`src/pvwd_pkg.sv`:
```
package pvwd_pkg;
  localparam int unsigned PVWD_NUM_IMG = 3;
  localparam int unsigned PVWD_AW = 12;
  // register offsets (byte addresses)
  localparam logic [11:0] PVWD_IMG5_CTL_OFS = 12'h1B4;
  localparam logic [11:0] PVWD_IMG5_BS_OFS = 12'h1B8;
  localparam logic [11:0] PVWD_IMG5_BD_OFS = 12'h1BC;
  localparam logic [11:0] PVWD_IMG5_TO_OFS = 12'h1C0;
  localparam logic [11:0] PVWD_IMG6_CTL_OFS = 12'h1C8;
  localparam logic [11:0] PVWD_IMG6_BS_OFS = 12'h1CC;
  localparam logic [11:0] PVWD_IMG6_BD_OFS = 12'h1D0;
  localparam logic [11:0] PVWD_IMG6_TO_OFS = 12'h1D4;
  localparam logic [11:0] PVWD_IMG7_CTL_OFS = 12'h1DC;
  localparam logic [11:0] PVWD_IMG7_BS_OFS = 12'h1E0;
  localparam logic [11:0] PVWD_IMG7_BD_OFS = 12'h1E4;
  localparam logic [11:0] PVWD_IMG7_TO_OFS = 12'h1E8;
  localparam logic [11:0] PVWD_STATUS_OFS = 12'h1F0;
  // control field positions
  localparam int unsigned PVWD_EN_BIT = 31;
  localparam int unsigned PVWD_PW_BIT = 30;
  localparam int unsigned PVWD_VDW_LSB = 22;
  localparam int unsigned PVWD_VAS_LSB = 16;
  localparam int unsigned PVWD_PGM_BIT = 14;
  localparam int unsigned PVWD_SUP_BIT = 12;
  localparam int unsigned PVWD_VCT_BIT = 8;
  localparam int unsigned PVWD_LAS_BIT = 0;
  localparam int unsigned PVWD_WIN_LSB = 16;
  // writable bits of control and window registers
  localparam logic [31:0] PVWD_CTL_MASK = 32'hC0C75101;
  localparam logic [31:0] PVWD_WIN_MASK = 32'hFFFF0000;
  // reset values
  localparam logic [31:0] PVWD_CTL_RST = 32'h00800000;
  localparam logic [31:0] PVWD_WIN_RST = 32'h00000000;
  localparam logic [31:0] PVWD_UNMAPPED_RD = 32'h00000000;
  // data width codes
  typedef enum logic [1:0] {
    PVWD_DW8 = 2'h0, PVWD_DW16 = 2'h1, PVWD_DW32 = 2'h2, PVWD_DW64 = 2'h3
  } pvwd_width_t;
  // space codes
  typedef enum logic [2:0] {
    PVWD_A16 = 3'h0, PVWD_A24 = 3'h1, PVWD_A32 = 3'h2, PVWD_RSV3 = 3'h3,
    PVWD_RSV4 = 3'h4, PVWD_CRCSR = 3'h5, PVWD_USER1 = 3'h6, PVWD_USER2 = 3'h7
  } pvwd_space_t;
endpackage : pvwd_pkg

```
`src/pvwd_img_if.sv`:
```
`timescale 1ns/1ps
interface pvwd_img_if;
  import pvwd_pkg::*;
  logic [31:0] ctl;
  logic [31:0] base;
  logic [31:0] bound;
  logic [31:0] offs;
  logic [31:0] addr;
  logic io_cycle;
  logic hit;
  logic [15:0] vme_hi;
  modport cfg (output ctl, output base, output bound, output offs, output addr, output io_cycle,
    input hit, input vme_hi);
  modport dec (input ctl, input base, input bound, input offs, input addr, input io_cycle,
    output hit, output vme_hi);
endinterface : pvwd_img_if

```
`src/pvwd_img_decode.sv`:
```
`timescale 1ns/1ps
module pvwd_img_decode import pvwd_pkg::*; (
  pvwd_img_if.dec img
);
  logic [15:0] a_hi;
  logic above_base;
  logic below_bound;
  logic bound_open;
  assign a_hi = img.addr[31:PVWD_WIN_LSB];
  assign above_base = a_hi >= img.base[31:PVWD_WIN_LSB];
  assign bound_open = img.bound[31:PVWD_WIN_LSB] == 16'h0000;
  assign below_bound = bound_open || (a_hi < img.bound[31:PVWD_WIN_LSB]);
  // enable and space select gate the match
  assign img.hit = img.ctl[PVWD_EN_BIT] && above_base && below_bound
    && (img.ctl[PVWD_LAS_BIT] == img.io_cycle);
  assign img.vme_hi = a_hi + img.offs[31:PVWD_WIN_LSB];
endmodule : pvwd_img_decode

```
`src/pvwd_top.sv`:
```
// The plain strobed port was left to the implementer.
`timescale 1ns/1ps
// What this block does
// - Claim an access only when base <= address < bound, or base <= address with a zero bound.
// - A bound of zero opens the window upward from base.
// - Images 5, 6, 7 compare only address bits 31 to 16.
// - Upper VME address is PCI upper bits plus offset; low bits pass.
// - Enable bit gates decoding; cleared at reset.
// - Posting bit lets writes post; cleared means coupled writes.
// - I/O-space images ignore posting and always run coupled.
// - Two-bit width field selects 8/16/32/64; resets to 32-bit.
// - Three-bit space field selects A16/A24/A32/CR-CSR/User1/User2; resets zero.
// - Program/data bit picks program or data address modifier.
// - Privilege bit picks supervisor or non-privileged modifier.
// - Block transfers honoured only for A24/A32 with width 8/16/32.
// - A24/A32 at 64-bit width may use MBLT regardless of select.
// - Space select: 0 answers memory cycles, 1 answers I/O cycles.
module pvwd_top import pvwd_pkg::*; (
  // clock and reset
  input wire logic i_clk,
  input wire logic i_rst_n,
  // register port
  input wire logic [PVWD_AW-1:0] i_reg_addr,
  input wire logic [31:0] i_reg_wdata,
  input wire logic i_reg_wr,
  input wire logic i_reg_rd,
  output logic [31:0] o_reg_rdata,
  // pci request
  input wire logic i_req_valid,
  input wire logic [31:0] i_req_addr,
  input wire logic i_req_io,
  input wire logic i_req_write,
  // decoded vme cycle
  output logic o_claim,
  output logic [1:0] o_img_sel,
  output logic [31:0] o_vme_addr,
  output logic [1:0] o_vme_width,
  output logic [2:0] o_vme_space,
  output logic o_program,
  output logic o_supervisor,
  output logic o_blt,
  output logic o_mblt,
  output logic o_posted,
  output logic o_write
);

  ////////////////////////////////////////////////////////////////////////////
  // registers
  logic [31:0] ctl_q [PVWD_NUM_IMG];
  logic [31:0] base_q [PVWD_NUM_IMG];
  logic [31:0] bound_q [PVWD_NUM_IMG];
  logic [31:0] offs_q [PVWD_NUM_IMG];
  logic [PVWD_NUM_IMG-1:0] hit;
  logic [15:0] vme_hi [PVWD_NUM_IMG];
  logic [31:0] rdata_d;

  // offsets per image
  function automatic logic [11:0] ofs_ctl(input int unsigned i);
    logic [11:0] r;
    case (i)
      0: r = PVWD_IMG5_CTL_OFS;
      1: r = PVWD_IMG6_CTL_OFS;
      default: r = PVWD_IMG7_CTL_OFS;
    endcase
    return r;
  endfunction : ofs_ctl

  function automatic logic [11:0] ofs_bs(input int unsigned i);
    logic [11:0] r;
    case (i)
      0: r = PVWD_IMG5_BS_OFS;
      1: r = PVWD_IMG6_BS_OFS;
      default: r = PVWD_IMG7_BS_OFS;
    endcase
    return r;
  endfunction : ofs_bs

  function automatic logic [11:0] ofs_bd(input int unsigned i);
    logic [11:0] r;
    case (i)
      0: r = PVWD_IMG5_BD_OFS;
      1: r = PVWD_IMG6_BD_OFS;
      default: r = PVWD_IMG7_BD_OFS;
    endcase
    return r;
  endfunction : ofs_bd

  function automatic logic [11:0] ofs_to(input int unsigned i);
    logic [11:0] r;
    case (i)
      0: r = PVWD_IMG5_TO_OFS;
      1: r = PVWD_IMG6_TO_OFS;
      default: r = PVWD_IMG7_TO_OFS;
    endcase
    return r;
  endfunction : ofs_to

  ////////////////////////////////////////////////////////////////////////////
  // per-image registers and decoders
  for (genvar g = 0; g < PVWD_NUM_IMG; g++) begin : g_img
    pvwd_img_if img_if ();

    always_ff @(posedge i_clk) begin
      if (!i_rst_n) begin
        ctl_q[g] <= PVWD_CTL_RST;
      end else if (i_reg_wr && i_reg_addr == ofs_ctl(g)) begin
        ctl_q[g] <= i_reg_wdata & PVWD_CTL_MASK;
      end
    end

    always_ff @(posedge i_clk) begin
      if (!i_rst_n) begin
        base_q[g] <= PVWD_WIN_RST;
        bound_q[g] <= PVWD_WIN_RST;
        offs_q[g] <= PVWD_WIN_RST;
      end else if (i_reg_wr) begin
        if (i_reg_addr == ofs_bs(g)) begin
          base_q[g] <= i_reg_wdata & PVWD_WIN_MASK;
        end
        if (i_reg_addr == ofs_bd(g)) begin
          bound_q[g] <= i_reg_wdata & PVWD_WIN_MASK;
        end
        if (i_reg_addr == ofs_to(g)) begin
          offs_q[g] <= i_reg_wdata & PVWD_WIN_MASK;
        end
      end
    end

    assign img_if.ctl = ctl_q[g];
    assign img_if.base = base_q[g];
    assign img_if.bound = bound_q[g];
    assign img_if.offs = offs_q[g];
    assign img_if.addr = i_req_addr;
    assign img_if.io_cycle = i_req_io;
    assign hit[g] = img_if.hit;
    assign vme_hi[g] = img_if.vme_hi;

    pvwd_img_decode u_dec (
      .img (img_if.dec)
    );
  end

  ////////////////////////////////////////////////////////////////////////////
  // register read
  always_comb begin
    rdata_d = PVWD_UNMAPPED_RD;
    for (int unsigned i = 0; i < PVWD_NUM_IMG; i++) begin
      if (i_reg_addr == ofs_ctl(i)) begin
        rdata_d = ctl_q[i];
      end
      if (i_reg_addr == ofs_bs(i)) begin
        rdata_d = base_q[i];
      end
      if (i_reg_addr == ofs_bd(i)) begin
        rdata_d = bound_q[i];
      end
      if (i_reg_addr == ofs_to(i)) begin
        rdata_d = offs_q[i];
      end
    end
    if (i_reg_addr == PVWD_STATUS_OFS) begin
      rdata_d = {29'h00000000, hit};
    end
  end

  always_ff @(posedge i_clk) begin
    if (!i_rst_n) begin
      o_reg_rdata <= 32'h00000000;
    end else if (i_reg_rd) begin
      o_reg_rdata <= rdata_d;
    end else begin
      o_reg_rdata <= 32'h00000000;
    end
  end

  ////////////////////////////////////////////////////////////////////////////
  // image selection, lowest image wins
  logic sel_hit;
  logic [1:0] sel_idx;
  logic [31:0] sel_ctl;
  logic [15:0] sel_hi;
  always_comb begin
    sel_hit = 1'b0;
    sel_idx = 2'h0;
    sel_ctl = PVWD_CTL_RST;
    sel_hi = 16'h0000;
    for (int i = PVWD_NUM_IMG - 1; i >= 0; i--) begin
      if (i_req_valid && hit[i]) begin
        sel_hit = 1'b1;
        sel_idx = 2'(i);
        sel_ctl = ctl_q[i];
        sel_hi = vme_hi[i];
      end
    end
  end

  ////////////////////////////////////////////////////////////////////////////
  // attributes of the selected image
  logic [1:0] s_width;
  logic [2:0] s_space;
  logic s_long;
  assign s_width = sel_ctl[PVWD_VDW_LSB +: 2];
  assign s_space = sel_ctl[PVWD_VAS_LSB +: 3];
  assign s_long = (s_space == PVWD_A24) || (s_space == PVWD_A32);

  always_ff @(posedge i_clk) begin
    if (!i_rst_n) begin
      o_claim <= 1'b0;
      o_img_sel <= 2'h0;
      o_vme_addr <= 32'h00000000;
      o_write <= 1'b0;
    end else begin
      o_claim <= i_req_valid && sel_hit;
      o_img_sel <= sel_idx;
      o_vme_addr <= {sel_hi, i_req_addr[PVWD_WIN_LSB-1:0]};
      o_write <= i_req_valid && sel_hit && i_req_write;
    end
  end

  always_ff @(posedge i_clk) begin
    if (!i_rst_n) begin
      o_vme_width <= PVWD_DW32;
      o_vme_space <= PVWD_A16;
      o_program <= 1'b0;
      o_supervisor <= 1'b0;
    end else begin
      o_vme_width <= s_width;
      o_vme_space <= s_space;
      o_program <= sel_ctl[PVWD_PGM_BIT];
      o_supervisor <= sel_ctl[PVWD_SUP_BIT];
    end
  end

  always_ff @(posedge i_clk) begin
    if (!i_rst_n) begin
      o_blt <= 1'b0;
      o_mblt <= 1'b0;
      o_posted <= 1'b0;
    end else begin
      o_blt <= sel_ctl[PVWD_VCT_BIT] && s_long && (s_width != PVWD_DW64);
      o_mblt <= s_long && (s_width == PVWD_DW64);
      o_posted <= i_req_write && sel_ctl[PVWD_PW_BIT] && !sel_ctl[PVWD_LAS_BIT];
    end
  end

endmodule : pvwd_top

```
`config.mk`:
```
export PLATFORM = sky130hd
export DESIGN_NAME = pvwd_top
export DESIGN_NICKNAME = d
export VERILOG_FILES = /design/src/pvwd_pkg.sv /design/src/pvwd_img_if.sv /design/src/pvwd_img_decode.sv /design/src/pvwd_top.sv
export SDC_FILE = /design/constraint.sdc
export NUM_CORES = 1
export LEC_CHECK = 0
export CAP_MARGIN = 10
export CORE_ASPECT_RATIO = 1.1
export CORE_MARGIN = 2
export CORE_UTILIZATION = 50
export CTS_CLUSTER_DIAMETER = 120
export CTS_CLUSTER_SIZE = 24
export DETAILED_ROUTE_END_ITERATION = 8
export DONT_BUFFER_PORTS = 1
export MAX_ROUTING_LAYER = met4
export PLACE_DENSITY = 0.64
export SYNTH_ARGS = -nofsm -noshare
export SYNTH_HDL_FRONTEND = slang
export SYNTH_SLANG_ARGS = --single-unit
```
`constraint.sdc`:
```
create_clock -name i_clk -period 3.15 [get_ports i_clk]
set_input_delay 0.315 -clock i_clk [delete_from_list [all_inputs] [get_ports i_clk]]
set_output_delay 0.315 -clock i_clk [all_outputs]
set_load 0.01 [all_outputs]
```
# [Word-level counts from Yosys, hierarchy flattened]
# Memories as Yosys holds them, arrays and structs flattened.
# Index checks and enable logic that the tools add are counted.
[word_totals] register_bits=78 ramBits=177 input_bits=83 output_inout_bits=78 word_cells=177 memories=4
[op_classes] add_sub_neg=3 order_cmp=6 eq_ne=20 muxes=82 bitwise=14 reduce_logical=34
[mem_list] memory="base_q" words=3 word_bits=16 read_ports=3 rd_ports_with_merged_regs=0 wr=3 line_no="pvwd_top.sv:50" text="logic [31:0] base_q [PVWD_NUM_IMG];"
[mem_list] memory="bound_q" words=3 word_bits=16 read_ports=3 rd_ports_with_merged_regs=0 wr=3 line_no="pvwd_top.sv:51" text="logic [31:0] bound_q [PVWD_NUM_IMG];"
[mem_list] memory="offs_q" words=3 word_bits=16 read_ports=3 rd_ports_with_merged_regs=0 wr=3 line_no="pvwd_top.sv:52" text="logic [31:0] offs_q [PVWD_NUM_IMG];"
[mem_list] memory="ctl_q" words=3 word_bits=11 read_ports=3 rd_ports_with_merged_regs=0 wr=3 line_no="pvwd_top.sv:49" text="logic [31:0] ctl_q [PVWD_NUM_IMG];"
[ops] op="2-to-1 mux 32 bit" n=12
[ops] op="2-to-1 mux 16 bit" n=12
[ops] op="equality test 12 x 9 -> 1 bit (second input constant)" n=13
[ops] op="2-to-1 mux 31 bit" n=3
[ops] op="2-to-1 mux 1 bit" n=50
[ops] op="adder 16 bit" n=3
[ops] op=">= comparator 16 bit" n=3
[ops] op="logical NOT 16 bit" n=3
[ops] op="less-than comparator 16 bit" n=3
[ops] op="2-to-1 mux 11 bit" n=3
[ops] op="logical AND 1 bit" n=22
[ops] op="OR 1 bit" n=12
[ops] op="OR reduction 3 bit" n=2
[ops] op="logical OR 1 bit" n=4
[ops] op="equality test 1 bit" n=3
[ops] op="equality test 3 x 1 -> 1 bit (second input constant)" n=1
[ops] op="equality test 3 x 2 -> 1 bit (second input constant)" n=1
[ops] op="2-to-1 mux 3 bit" n=1
[ops] op="equality test 2 bit (second input constant)" n=1
[ops] op="2-to-1 mux 2 bit" n=1
[ops] op="inequality test 2 bit (second input constant)" n=1
[ops] op="NOT 1 bit" n=2
[ops] op="AND reduction 2 bit" n=1
[ops] op="OR reduction 2 bit" n=1
[ops] op="logical NOT 1 bit" n=1

# [Depth between registers and ports, before layout]
# Gate-level depths: netlist of run 1.
[logic_depth] depth_word=14 depth_mapped=13 ltp_nobuf=12

# [Modules after synthesis]
# A second synthesis of run 1 with hierarchy kept.
[unflattened] cells_unflattened=1562 hier_area_um2=15618.7
[by_module_without_submodules] mod="pvwd_top" instances=1 cells_each=923 area_per_inst_um2=10941.7 seq_area_each_um2=6676.4
[by_module_without_submodules] mod="pvwd_img_decode at g_img[1].u_dec ..." instances=2 cells_each=215 area_per_inst_um2=1577.8 seq_area_each_um2=0.0
[by_module_without_submodules] mod="pvwd_img_decode at g_img[0].u_dec" instances=1 cells_each=209 area_per_inst_um2=1521.5 seq_area_each_um2=0.0

# [Worst setup path after synthesis of run 1]
# Ideal clock, no wire load.
[synth_timing] path_type="register -> register" from="memory bound_q[1][5] (netlist name)" to="register o_mblt" setup_time_ns=0.073 arrival_ns=2.807 required_time_ns=3.077 path_slack_ns=0.271 stages_incl_launch_ff=13 n_path_buf=1 synth_period_minus_slack_ns=2.879 cell_sequence="edfxtp_1 > inv_1 > ha_1 > a21o_1 > a2111oi_2 > o21a_1 > o221ai_2 > a211o_1 > and4_4 > buf_6 > a221o_1 > a221oi_2 > nor3b_2"
[synth_rtl] item="start: declaration" line_no="pvwd_top.sv:51"
[synth_rtl] item="end signal: assignment" line_no="pvwd_top.sv:241" text="o_mblt <= s_long && (s_width == PVWD_DW64);"
[synth_rtl] item="end: declaration" line_no="pvwd_top.sv:42" text="output logic o_mblt,"

==> key figures, run 1 <==
Yosys
  • Synthesized area per cell: 10.2 um2
  • Number of synthesized flops with an enable pin: 177
  • Dominant synthesized flop cell: edfxtp_1
  • Netlist cell types: 69
  • Netlist Area Pre-Place: 0.0146 mm2
  • Seq cells post-synth: 245
  • Synthesis warning total: 0
  • Sequential fraction of the synthesis area: 0.457
  • Async S/R FF share, synth: 0
  • Count of mapped cells out of synthesis: 1,440

Power and ir drop
  • Power dissipated by switching net loads: 1.83 mW
  • Pwr/cell area: 416 mW/mm2
  • Power share of the combinational group: 0.148
  • Lkg Pwr: 6.54 nW
  • IR Drop Worst-Case VDD: 0.431 mV
  • Internal Power: 4.92 mW
  • Sw Share: 0.271
  • Sequential fraction of design power: 0.552
  • Fraction of power consumed by the clock network: 0.301

GRT
  • GRT Residual Overflow: 0
  • Largest net degree at the start of global routing: 27
  • Number of global-route vias before repair: 11.5k
  • Wire length of the first global-routing pass: 71.8 mm
  • All-layer global routing usage: 0.323
  • Initial antenna violation count: 1

Clock network
  • Clock tree root driver cell: clkbuf_16
  • CTS Sinks: 245
  • Clock tree from TritonCTS: built
  • Number of buffers created by CTS: 14
  • Register clock-pin slew on the reported worst setup and hold paths: 0.11 ns
  • H-tree depth: 1
  • Worst-case clock buffer depth: 3
  • Insertion delay of the later-clocked pin in the worst-skew pair: 0.52 ns

STA
  • Final setup vio count: 0
  • Share of the clock period used by the worst path after layout: 0.986
  • Unrepaired setup endpoints after global routing: yes
  • Clock skew: 0.0346 ns
  • Period minus WS final: 3.11 ns
  • Number of hold violations in the final report: 0
  • Max Slew Vio Count: 0
  • Transition at the pin with the smallest max-transition slack: 0.935 ns
  • Headroom to the max-slew limit: 0.374
  • Worst setup margin: 0.0429 ns
  • Highest Clock Rate: 322 MHz

Critical path
  • Element type at the critical path start: register
  • Source of the critical timing path: bound_q[1][5]
  • Required time worst endpoint: 3.57 ns
  • Data arrival, critical path: 3.53 ns
  • Startpoint of the most critical register-to-register path: bound_q[1][5]
  • Crit-path max FO: 8
  • Start-to-end type of the worst setup path: register to register
  • Endpoint kind of the worst setup timing path: register

Floorplan
  • Placeable Area: 0.0287 mm2
  • Chip Height: 183 um
  • Initial Util: 0.509
  • Site row count: 65
  • Die width: 167 um
  • Boundary pin count: 161
  • Die area: 0.0306 mm2

Worst hold path
  • Startpoint of the tightest hold check path: i_reg_wdata[16]
  • Type of the worst min-delay path: input pin to register

Run
  • Max Cap Violations: 0

Layout
  • Multi-input logic area: 0.00736 mm2
  • Share of layout cells above drive strength 1: 0.0650
  • Final instance count without filler cells: 1,878
  • Commonest non-fill, non-tap cell in the layout: and2_1
  • Total Nets Final: 1,724
  • Area overhead of the layout relative to synthesis: 11.1%
  • Most used cells in the layout excluding fill and tap cells: 197 x and2_1, 177 x edfxtp_1, 137 x ha_1
  • Fill count: 2,514
  • Register Area: 0.00668 mm2

Placed design
  • RD Place Congestion: 0.976
  • Buffers added on ports: 0
  • Number of cells in the design after placement: 1,809
  • Dpl hpwl: 36.4 mm
  • Setup Slack @ Placement: -0.0105 ns

Run status
  • Status: completed

Routing
  • Vias per Instance: 6.35
  • Remaining antenna violation count after routing: 0
  • Routed Wire Length: 49.2 mm
  • Iteration-0 DRC Markers: 1,607
  • Length of the first detailed-routing pass in iterations: 7
  • Vias: 11.9k
  • Number of remaining DRC errors: 0
  • Per-cell routed wire length: 26.2 um
[cell usage after synthesis (4+ instances only)]
| master | instances | area (um2) |
|---|---|---|
| o21ai_0 | 59 | 295 |
| xor2_1 | 13 | 114 |
| nand4_1 | 16 | 100 |
| or3_1 | 8 | 50.1 |
| inv_1 | 108 | 405 |
| dfxtp_1 | 68 | 1360 |
| clkbuf_1 | 48 | 180 |
| nor2_1 | 83 | 312 |
| buf_2 | 4 | 20.0 |
| a222oi_1 | 14 | 140 |
| and2_1 | 197 | 1230 |
| buf_4 | 10 | 75.1 |
| or2_2 | 5 | 31.3 |
| and3_1 | 7 | 43.8 |
| ha_1 | 138 | 1730 |
| a22oi_1 | 18 | 135 |
| o221ai_1 | 11 | 96.3 |
| a211oi_1 | 21 | 158 |
| a211o_1 | 6 | 52.6 |
| nor4_1 | 14 | 87.6 |
| nand3_1 | 25 | 125 |
| a21oi_1 | 62 | 310 |
| nor2b_1 | 7 | 43.8 |
| o21a_1 | 14 | 105 |
| o21bai_1 | 4 | 30.0 |
| nand2_1 | 81 | 304 |
| xnor2_1 | 28 | 245 |
| nor3_1 | 31 | 155 |
| o22ai_1 | 4 | 25.0 |
| o211ai_1 | 7 | 52.6 |
| a31oi_1 | 14 | 87.6 |
| nand2b_1 | 18 | 113 |
| a221oi_1 | 32 | 280 |
| edfxtp_1 | 177 | 5320 |
| a21o_1 | 29 | 218 |
[area by class of cell]
cell class | count | share of cell area
tap | 368 | 0.0284
multi-input combinational | 1032 | 0.453
timing repair buffer | 99 | 0.0558
inverter | 108 | 0.0250
clock inverter | 1 | 0.00123
sequential | 245 | 0.411
antenna | 2 | 0.000308
clock buffer | 23 | 0.0250
[registers in the layout (all words and copies together) (netlist names), 3 cells and up]
register and count:
o_vme_addr 32, bound_q 48, base_q 48, ctl_q 33, o_vme_space 3, offs_q 48
o_reg_rdata 22
[logic make-up after synthesis]
group	count (synthesis)	synth area share
and+or+nand+nor	507	0.187
AOI/OAI and AO/OA	330	0.159
DFF	245	0.457
buffers and inverters	172	0.0476
adders and majority gates	141	0.122
xor gates and xnor gates	41	0.0246
muxes	3	0.00205
other	1	0.000257
[repair_timing]
| action | CTS | global route |
|---|---|---|
| setup buffers | 1 | 2 |
| pin swaps | 1 | 8 |
| resized for setup | 2 | 11 |
| endpoints found under the hold margin | 123 | 4 |
| hold buffers | 37 | 3 |
| endpoints found under the setup margin | 2 | 9 |
[per-stage QoR]
stage | hold WS, ns | power [mW] | instance area [um2] | setup TNS [ns] | utilization
after floorplan | 0.437 | 4.41 | 14700 | 0 | -
after global placement | 0.429 | 4.66 | 15300 | 0 | 0.533
after detailed placement | 0.421 | 4.69 | 15300 | -0.0105 | 0.533
after CTS | 0.0000153 | 6.73 | 16100 | 0 | 0.562
after global routing | 0.000613 | 6.99 | 16200 | -0.0380 | 0.565
final | 0.00543 | 6.75 | 16200 | 0 | 0.566
[worst paths after layout]
kind	to	slack, ns	depth (start not counted)
worst min register to register	o_reg_rdata[12]	0.57	2
worst max-delay path	o_mblt	0.04	11
worst min-delay path	offs_q[1][0]	0.005	1
worst max register to register	o_mblt	0.04	11
[worst max-delay path, cell delays in order, from the launching register on]
cell	delay (ns)
edfxtp_1	0.43
inv_2	0.10
ha_4	0.20
a21o_1	0.18
a2111oi_2	0.31
o21a_1	0.23
o221ai_4	0.19
a211o_1	0.37
and4_4	0.19
a221o_1	0.35
a221oi_2	0.26
nor3b_2	0.19
[routing by layer]
metal / share of wire / GRT usage / vias up / wire length, um
met5: 0 / - / - / 0
met4: 0.027 / 0.0900 / 0 / 1340
met3: 0.098 / 0.0593 / 90 / 4830
met2: 0.47 / 0.519 / 635 / 23300
met1: 0.40 / 0.422 / 5828 / 19800
li1: - / - / 5364 / -
[power groups by stage]
stage / Clock, mW / Combinational, mW / Sequential, mW
2_1_floorplan: 0 / 0.686 / 3.73
3_3_place_gp: 0 / 0.866 / 3.79
3_5_place_dp: 0 / 0.894 / 3.79
4_1_cts: 2.04 / 0.965 / 3.72
5_1_grt: 2.15 / 1.10 / 3.74
6_report: 2.03 / 0.998 / 3.73
Power figures use the tool's default switching activity.
==> run 2, diff against run 1 <==
--- a/config.mk
+++ b/config.mk
@@ -8,13 +8,13 @@
 export CAP_MARGIN = 10
 export CORE_ASPECT_RATIO = 1.1
 export CORE_MARGIN = 2
-export CORE_UTILIZATION = 50
+export CORE_UTILIZATION = 45
 export CTS_CLUSTER_DIAMETER = 120
 export CTS_CLUSTER_SIZE = 24
 export DETAILED_ROUTE_END_ITERATION = 8
 export DONT_BUFFER_PORTS = 1
 export MAX_ROUTING_LAYER = met4
-export PLACE_DENSITY = 0.64
+export PLACE_DENSITY = 0.59
 export SYNTH_ARGS = -nofsm -noshare
 export SYNTH_HDL_FRONTEND = slang
 export SYNTH_SLANG_ARGS = --single-unit
==> run 2 against run 1 <==
Effect of this change:
- combinational power decreased by 0.6%
- via count decreased by 1.9%
- register-to-register slack improved by 0.04 ns
- critical path type unchanged
- power decreased by 0.21%
- non-clock buffer count increased by 6
- sequential power about the same
- flip-flop and latch count unchanged
- clock skew increased by 0.0024 ns
- global-route usage decreased by 2.6 points
- worst hold slack got worse by 0.0014 ns
- critical path depth unchanged
- fmax increased by 1.2%
==> key figures, run 2 (same netlist as run 1, synthesis figures left out) <==
Critical path
  • Crit-path max FO: 6
  • Logic depth of the worst register-to-register path: 11
  • Minimum setup slack among reg-to-reg paths: 0.08 ns
  • Endpoint of the worst-slack reg-to-reg timing path: o_mblt
  • List of cells traversed by the critical path: inv_1 -> ha_1 -> a211o_1 -> a31oi_2 -> o21a_1 -> o221ai_4 -> a211o_1 -> and4_4 -> a221o_1 -> a221oi_2 -> nor3b_2
  • Stage delay of the slowest cell on the critical path: 0.43 ns
  • Slowest cell on the critical path: edfxtp_1
  • Required time worst endpoint: 3.59 ns
  • Startpoint of the most critical register-to-register path: bound_q[1][2]
  • Element type at the critical path start: register
  • Start-to-end type of the worst setup path: register to register
  • Data arrival, critical path: 3.51 ns
  • Most frequent cell on the critical path: a211o_1
  • Largest delay contributor family on the critical path: compound AO/OA/AOI/OAI gates
  • Endpoint kind of the worst setup timing path: register
  • Worst path bufs/invs: 1

Worst hold path
  • Cell depth of the worst min-delay path: 1
  • Destination of the worst hold path: ctl_q[1][5]
  • Startpoint of the tightest hold check path: i_reg_wdata[17]
  • Type of the worst min-delay path: input pin to register

Routing
  • Iteration-0 DRC Markers: 1,347
  • Number of remaining DRC errors: 0
  • Vias: 11.7k
  • Vias per Instance: 6.01
  • Remaining antenna violation count after routing: 0
  • Per-cell routed wire length: 25.5 um
  • Routed Wire Length: 49.6 mm
  • Length of the first detailed-routing pass in iterations: 6

Layout
  • Most used cells in the layout excluding fill and tap cells: 197 x and2_1, 177 x edfxtp_1, 138 x ha_1
  • Biggest regs: base_q: 48 flops, bound_q: 48 flops, offs_q: 48 flops
  • Total Nets Final: 1,730
  • Final instance count without filler cells: 1,946
  • End-of-flow core utilization: 0.509
  • Share of layout cells above drive strength 1: 0.0733
  • Commonest non-fill, non-tap cell in the layout: and2_1
  • Final design instance area without fill: 0.0164 mm2
  • Area overhead of the layout relative to synthesis: 11.9%

Clock network
  • Insertion delay of the later-clocked pin in the worst-skew pair: 0.52 ns
  • Clock tree root driver cell: clkbuf_16
  • Register clock-pin slew on the reported worst setup and hold paths: 0.10 ns
  • Clock tree from TritonCTS: built
  • H-tree depth: 1
  • CTS Sinks: 245
  • Number of buffers created by CTS: 14
  • Worst-case clock buffer depth: 3

STA
  • Clock skew: 0.0370 ns
  • Headroom to the max-slew limit: 0.388
  • Max Slew Vio Count: 0
  • Highest Clock Rate: 326 MHz
  • Share of the clock period used by the worst path after layout: 0.975
  • Final Hold Slack: 0.00404 ns
  • Final setup vio count: 0
  • Number of hold violations in the final report: 0
  • Transition at the pin with the smallest max-transition slack: 0.914 ns
  • Period minus WS final: 3.07 ns
  • Setup TNS: 0 ns

Power and ir drop
  • Pwr/cell area: 412 mW/mm2
  • IR Drop Worst-Case VDD: 0.296 mV
  • Lkg Pwr: 6.56 nW

Run
  • Max Cap Violations: 0

GRT
  • Largest net degree at the start of global routing: 26
  • Wire length of the first global-routing pass: 71.8 mm
  • All-layer global routing usage: 0.297
  • GRT Residual Overflow: 0
  • Initial antenna violation count: 5
  • Number of global-route vias before repair: 11.3k

Floorplan
  • Die area: 0.0339 mm2
  • Chip Height: 193 um
  • Initial Util: 0.455
  • Placeable Area: 0.0321 mm2
  • Site row count: 69
  • Die width: 176 um
  • Boundary pin count: 161

Placed design
  • Dpl cell area: 0.0154 mm2
  • Number of cells in the design after placement: 1,871
  • RD Place Congestion: 0.961
  • Dpl hpwl: 37.3 mm
  • Buffers added on ports: 0

Run status
  • Status: completed
## run 2: through the flow
step | power [mW] | worst slack (ns)
4_1_cts | 6.71 | 0.0153
3_3_place_gp | 4.66 | 0.0597
3_5_place_dp | 4.69 | 0.0769
5_1_grt | 6.99 | -0.0305
2_1_floorplan | 4.41 | 0.271
6_report | 6.74 | 0.0785
## run 2: per-layer routing
metal,GRT usage,vias to the layer above,share of wire
met1,0.388,5693,0.41
met2,0.476,529,0.47
li1,-,5379,-
met5,-,-,0
met4,0.0976,0,0.034
met3,0.0475,86,0.085
## run 2: timing repair
| item | in CTS | in global routing |
|---|---|---|
| hold buffers | 38 | 2 |
| setup endpoints to repair | 0 | 19 |
| buffers inserted | 0 | 5 |
| hold endpoints to repair | 100 | 2 |
| gates resized for setup | 0 | 17 |
## run 2: how the worst max path moves through the flow
stage	endpoint	startpoint	depth (start not counted)
floorplan	o_mblt	bound_q[1][5]	12
global placement	o_vme_addr[31]	offs_q[0][1]	10
detailed placement	o_vme_addr[31]	offs_q[0][1]	10
CTS	o_vme_addr[31]	offs_q[0][1]	10
global route	o_mblt	bound_q[1][5]	11
finish	o_mblt	bound_q[1][2]	11
## run 2: power by group
part	internal [mW]	switching, mW	total [mW]
registers	3.59	0.146	3.73
logic	0.424	0.568	0.992
clock network	0.905	1.11	2.02
## run 2: final cells by class
| class | count | area (um2) |
|---|---|---|
| repair buffers | 105 | 905 |
| fillers | 2998 | 15800 |
| clock inverters | 2 | 25.0 |
| diodes | 6 | 15.0 |
| well taps | 426 | 533 |
| flip-flops and latches | 245 | 6680 |
| inverters | 108 | 405 |
| clock buffers | 22 | 402 |
| multi-input cells | 1032 | 7390 |
==> run 3, diff against run 2 <==
--- a/config.mk
+++ b/config.mk
@@ -7,14 +7,13 @@
 export LEC_CHECK = 0
 export CAP_MARGIN = 10
 export CORE_ASPECT_RATIO = 1.1
-export CORE_MARGIN = 2
-export CORE_UTILIZATION = 45
+export CORE_UTILIZATION = 40
 export CTS_CLUSTER_DIAMETER = 120
 export CTS_CLUSTER_SIZE = 24
 export DETAILED_ROUTE_END_ITERATION = 8
 export DONT_BUFFER_PORTS = 1
 export MAX_ROUTING_LAYER = met4
-export PLACE_DENSITY = 0.59
+export PLACE_DENSITY = 0.53
 export SYNTH_ARGS = -nofsm -noshare
 export SYNTH_HDL_FRONTEND = slang
 export SYNTH_SLANG_ARGS = --single-unit
==> run 3 against run 2 <==
Effect of this change:
- power increased by 1.6%
- sequential share of layout area shrank 0.78 points
- final cell count rose by 4.2%
- setup slack worse by 0.0067 ns
- clock power is 2% higher
- register-to-register slack is essentially flat
- combinational power grew 7%
- non-clock buffer count is 19 higher
- die area up 9.9%
- critical path depth stayed put
- sequential power about the same
- critical endpoint is now o_vme_addr[28]
- largest cell class unchanged
- highest routed layer unchanged
==> key figures, run 3 (same netlist as run 1, synthesis figures left out) <==
STA
  • Setup TNS: 0 ns
  • Clock skew: 0.0365 ns
  • Unrepaired setup endpoints after global routing: yes
  • Number of hold violations in the final report: 0
  • Highest Clock Rate: 325 MHz
  • Period minus WS final: 3.08 ns
  • Headroom to the max-slew limit: 0.232
  • Transition at the pin with the smallest max-transition slack: 1.15 ns
  • Share of the clock period used by the worst path after layout: 0.977
  • Final Hold Slack: 0.00710 ns
  • Max Slew Vio Count: 0
  • Final setup vio count: 0

Placed design
  • RD Place Congestion: 0.904
  • Dpl cell area: 0.0156 mm2
  • Buffers added on ports: 0
  • Dpl hpwl: 38.2 mm

Layout
  • Fill count: 3,385
  • Register Area: 0.00668 mm2
  • Commonest non-fill, non-tap cell in the layout: and2_1
  • Total Nets Final: 1,749
  • Final design instance area without fill: 0.0167 mm2
  • Share of layout cells above drive strength 1: 0.0815
  • Area overhead of the layout relative to synthesis: 14.1%
  • Most used cells in the layout excluding fill and tap cells: 197 x and2_1, 177 x edfxtp_1, 137 x ha_1
  • Multi-input logic area: 0.00743 mm2
  • Biggest regs: base_q: 48 flops, bound_q: 48 flops, offs_q: 48 flops

Critical path
  • Startpoint of the most critical register-to-register path: bound_q[1][13]
  • Logic depth of the worst path, buffers included: 11
  • Largest delay contributor family on the critical path: compound AO/OA/AOI/OAI gates
  • Worst path bufs/invs: 3
  • Element type at the critical path start: register
  • Minimum setup slack among reg-to-reg paths: 0.07 ns
  • Required time worst endpoint: 3.52 ns
  • Start-to-end type of the worst setup path: register to register
  • Slowest cell on the critical path: edfxtp_1
  • Endpoint of the worst-slack reg-to-reg timing path: o_vme_addr[28]
  • Data arrival, critical path: 3.45 ns
  • Endpoint kind of the worst setup timing path: register
  • Stage delay of the slowest cell on the critical path: 0.45 ns
  • List of cells traversed by the critical path: inv_1 -> ha_1 -> a21o_1 -> a211oi_1 -> o221ai_4 -> a211o_1 -> and4_4 -> buf_4 -> buf_4 -> a221oi_1 -> a211oi_1
  • Crit-path max FO: 16
  • Logic depth of the worst register-to-register path: 11

Floorplan
  • Chip Height: 202 um
  • Initial Util: 0.405
  • Die area: 0.0373 mm2
  • Die width: 184 um
  • Placeable Area: 0.0361 mm2
  • Boundary pin count: 161
  • Site row count: 73

Worst hold path
  • Cell depth of the worst min-delay path: 2
  • Type of the worst min-delay path: input pin to register
  • Destination of the worst hold path: o_reg_rdata[2]
  • Startpoint of the tightest hold check path: i_rst_n

Power and ir drop
  • Power after layout: 6.85 mW
  • IR Drop Worst-Case VDD: 0.338 mV
  • Lkg Pwr: 6.66 nW
  • Pwr/cell area: 411 mW/mm2

Routing
  • Vias: 11.7k
  • Iteration-0 DRC Markers: 1,296
  • Routed Wire Length: 51.7 mm
  • Remaining antenna violation count after routing: 0
  • Per-cell routed wire length: 25.5 um
  • Number of remaining DRC errors: 0
  • Length of the first detailed-routing pass in iterations: 6
  • Vias per Instance: 5.78

GRT
  • GRT Residual Overflow: 0
  • Global-route met2 utilization: 0.457
  • Routing usage on met3: 0.0371
  • Initial antenna violation count: 6
  • All-layer global routing usage: 0.282
  • Wire length of the first global-routing pass: 73.7 mm
  • Layer with the highest usage after global routing: met2
  • Met1 GRT Util: 0.373
  • Largest net degree at the start of global routing: 30
  • Number of global-route vias before repair: 11.2k

Clock network
  • Register clock-pin slew on the reported worst setup and hold paths: 0.12 ns
  • CTS Sinks: 245
  • Insertion delay of the later-clocked pin in the worst-skew pair: 0.52 ns
  • H-tree depth: 1
  • Clock tree root driver cell: clkbuf_16
  • Number of buffers created by CTS: 14
  • Worst-case clock buffer depth: 3
  • Clock tree from TritonCTS: built

Run
  • Max Cap Violations: 0

Run status
  • Status: completed
==> run 3: area by class of cell <==
| type | count | share of cell area |
|---|---|---|
| Clock inverter | 2 | 0.00143 |
| Multi-Input combinational cell | 1032 | 0.446 |
| Clock buffer | 22 | 0.0241 |
| Tap cell | 487 | 0.0365 |
| Antenna cell | 8 | 0.00120 |
| Timing Repair Buffer | 124 | 0.0665 |
| Sequential cell | 245 | 0.400 |
| Inverter | 108 | 0.0243 |
==> run 3: how the worst max path moves through the flow <==
stage                         from        endpoint
floorplan            bound_q[1][5]          o_mblt
global placement      offs_q[0][1]  o_vme_addr[31]
detailed placement    offs_q[0][1]  o_vme_addr[31]
CTS                  bound_q[1][5]          o_mblt
global route        bound_q[1][13]          o_mblt
finish              bound_q[1][13]  o_vme_addr[28]
==> run 3: metrics by stage <==
step | setup slack (ns) | util | std cells
after floorplan | 0.271 | - | 1449
after global placement | 0.0243 | 0.431 | 1942
after detailed placement | -0.0499 | 0.431 | 1942
after CTS | 0.0176 | 0.456 | 2011
after global routing | -0.0931 | 0.462 | 2027
final | 0.0718 | 0.462 | 2028
==> run 3: layer usage <==
layer / vias to the layer above / share of wire
li1: 5422 / -
met1: 5749 / 0.43
met2: 480 / 0.48
met3: 67 / 0.074
met4: 0 / 0.023
met5: - / 0
==> run 3: timing repair <==
item	CTS	global route
pin swaps	0	11
resized for setup	3	21
hold endpoints to repair	166	7
hold buffers	45	6
endpoints found under the setup margin	2	7
buffers inserted	0	3
==> run 3: power by group <==
group          switching [mW]  internal (mW)
sequential              0.144           3.59
clock                    1.15          0.910
combinational           0.607          0.450
total                    1.90           4.95
==> run 3: worst register-to-register path: cells and delay by family (launching register included) <==
kind | cells | cell delay, ns
simple gates | 1 | 0.18
flops | 1 | 0.45
compound gates | 6 | 1.66
buf+inv | 3 | 0.41
fa+ha+maj | 1 | 0.24
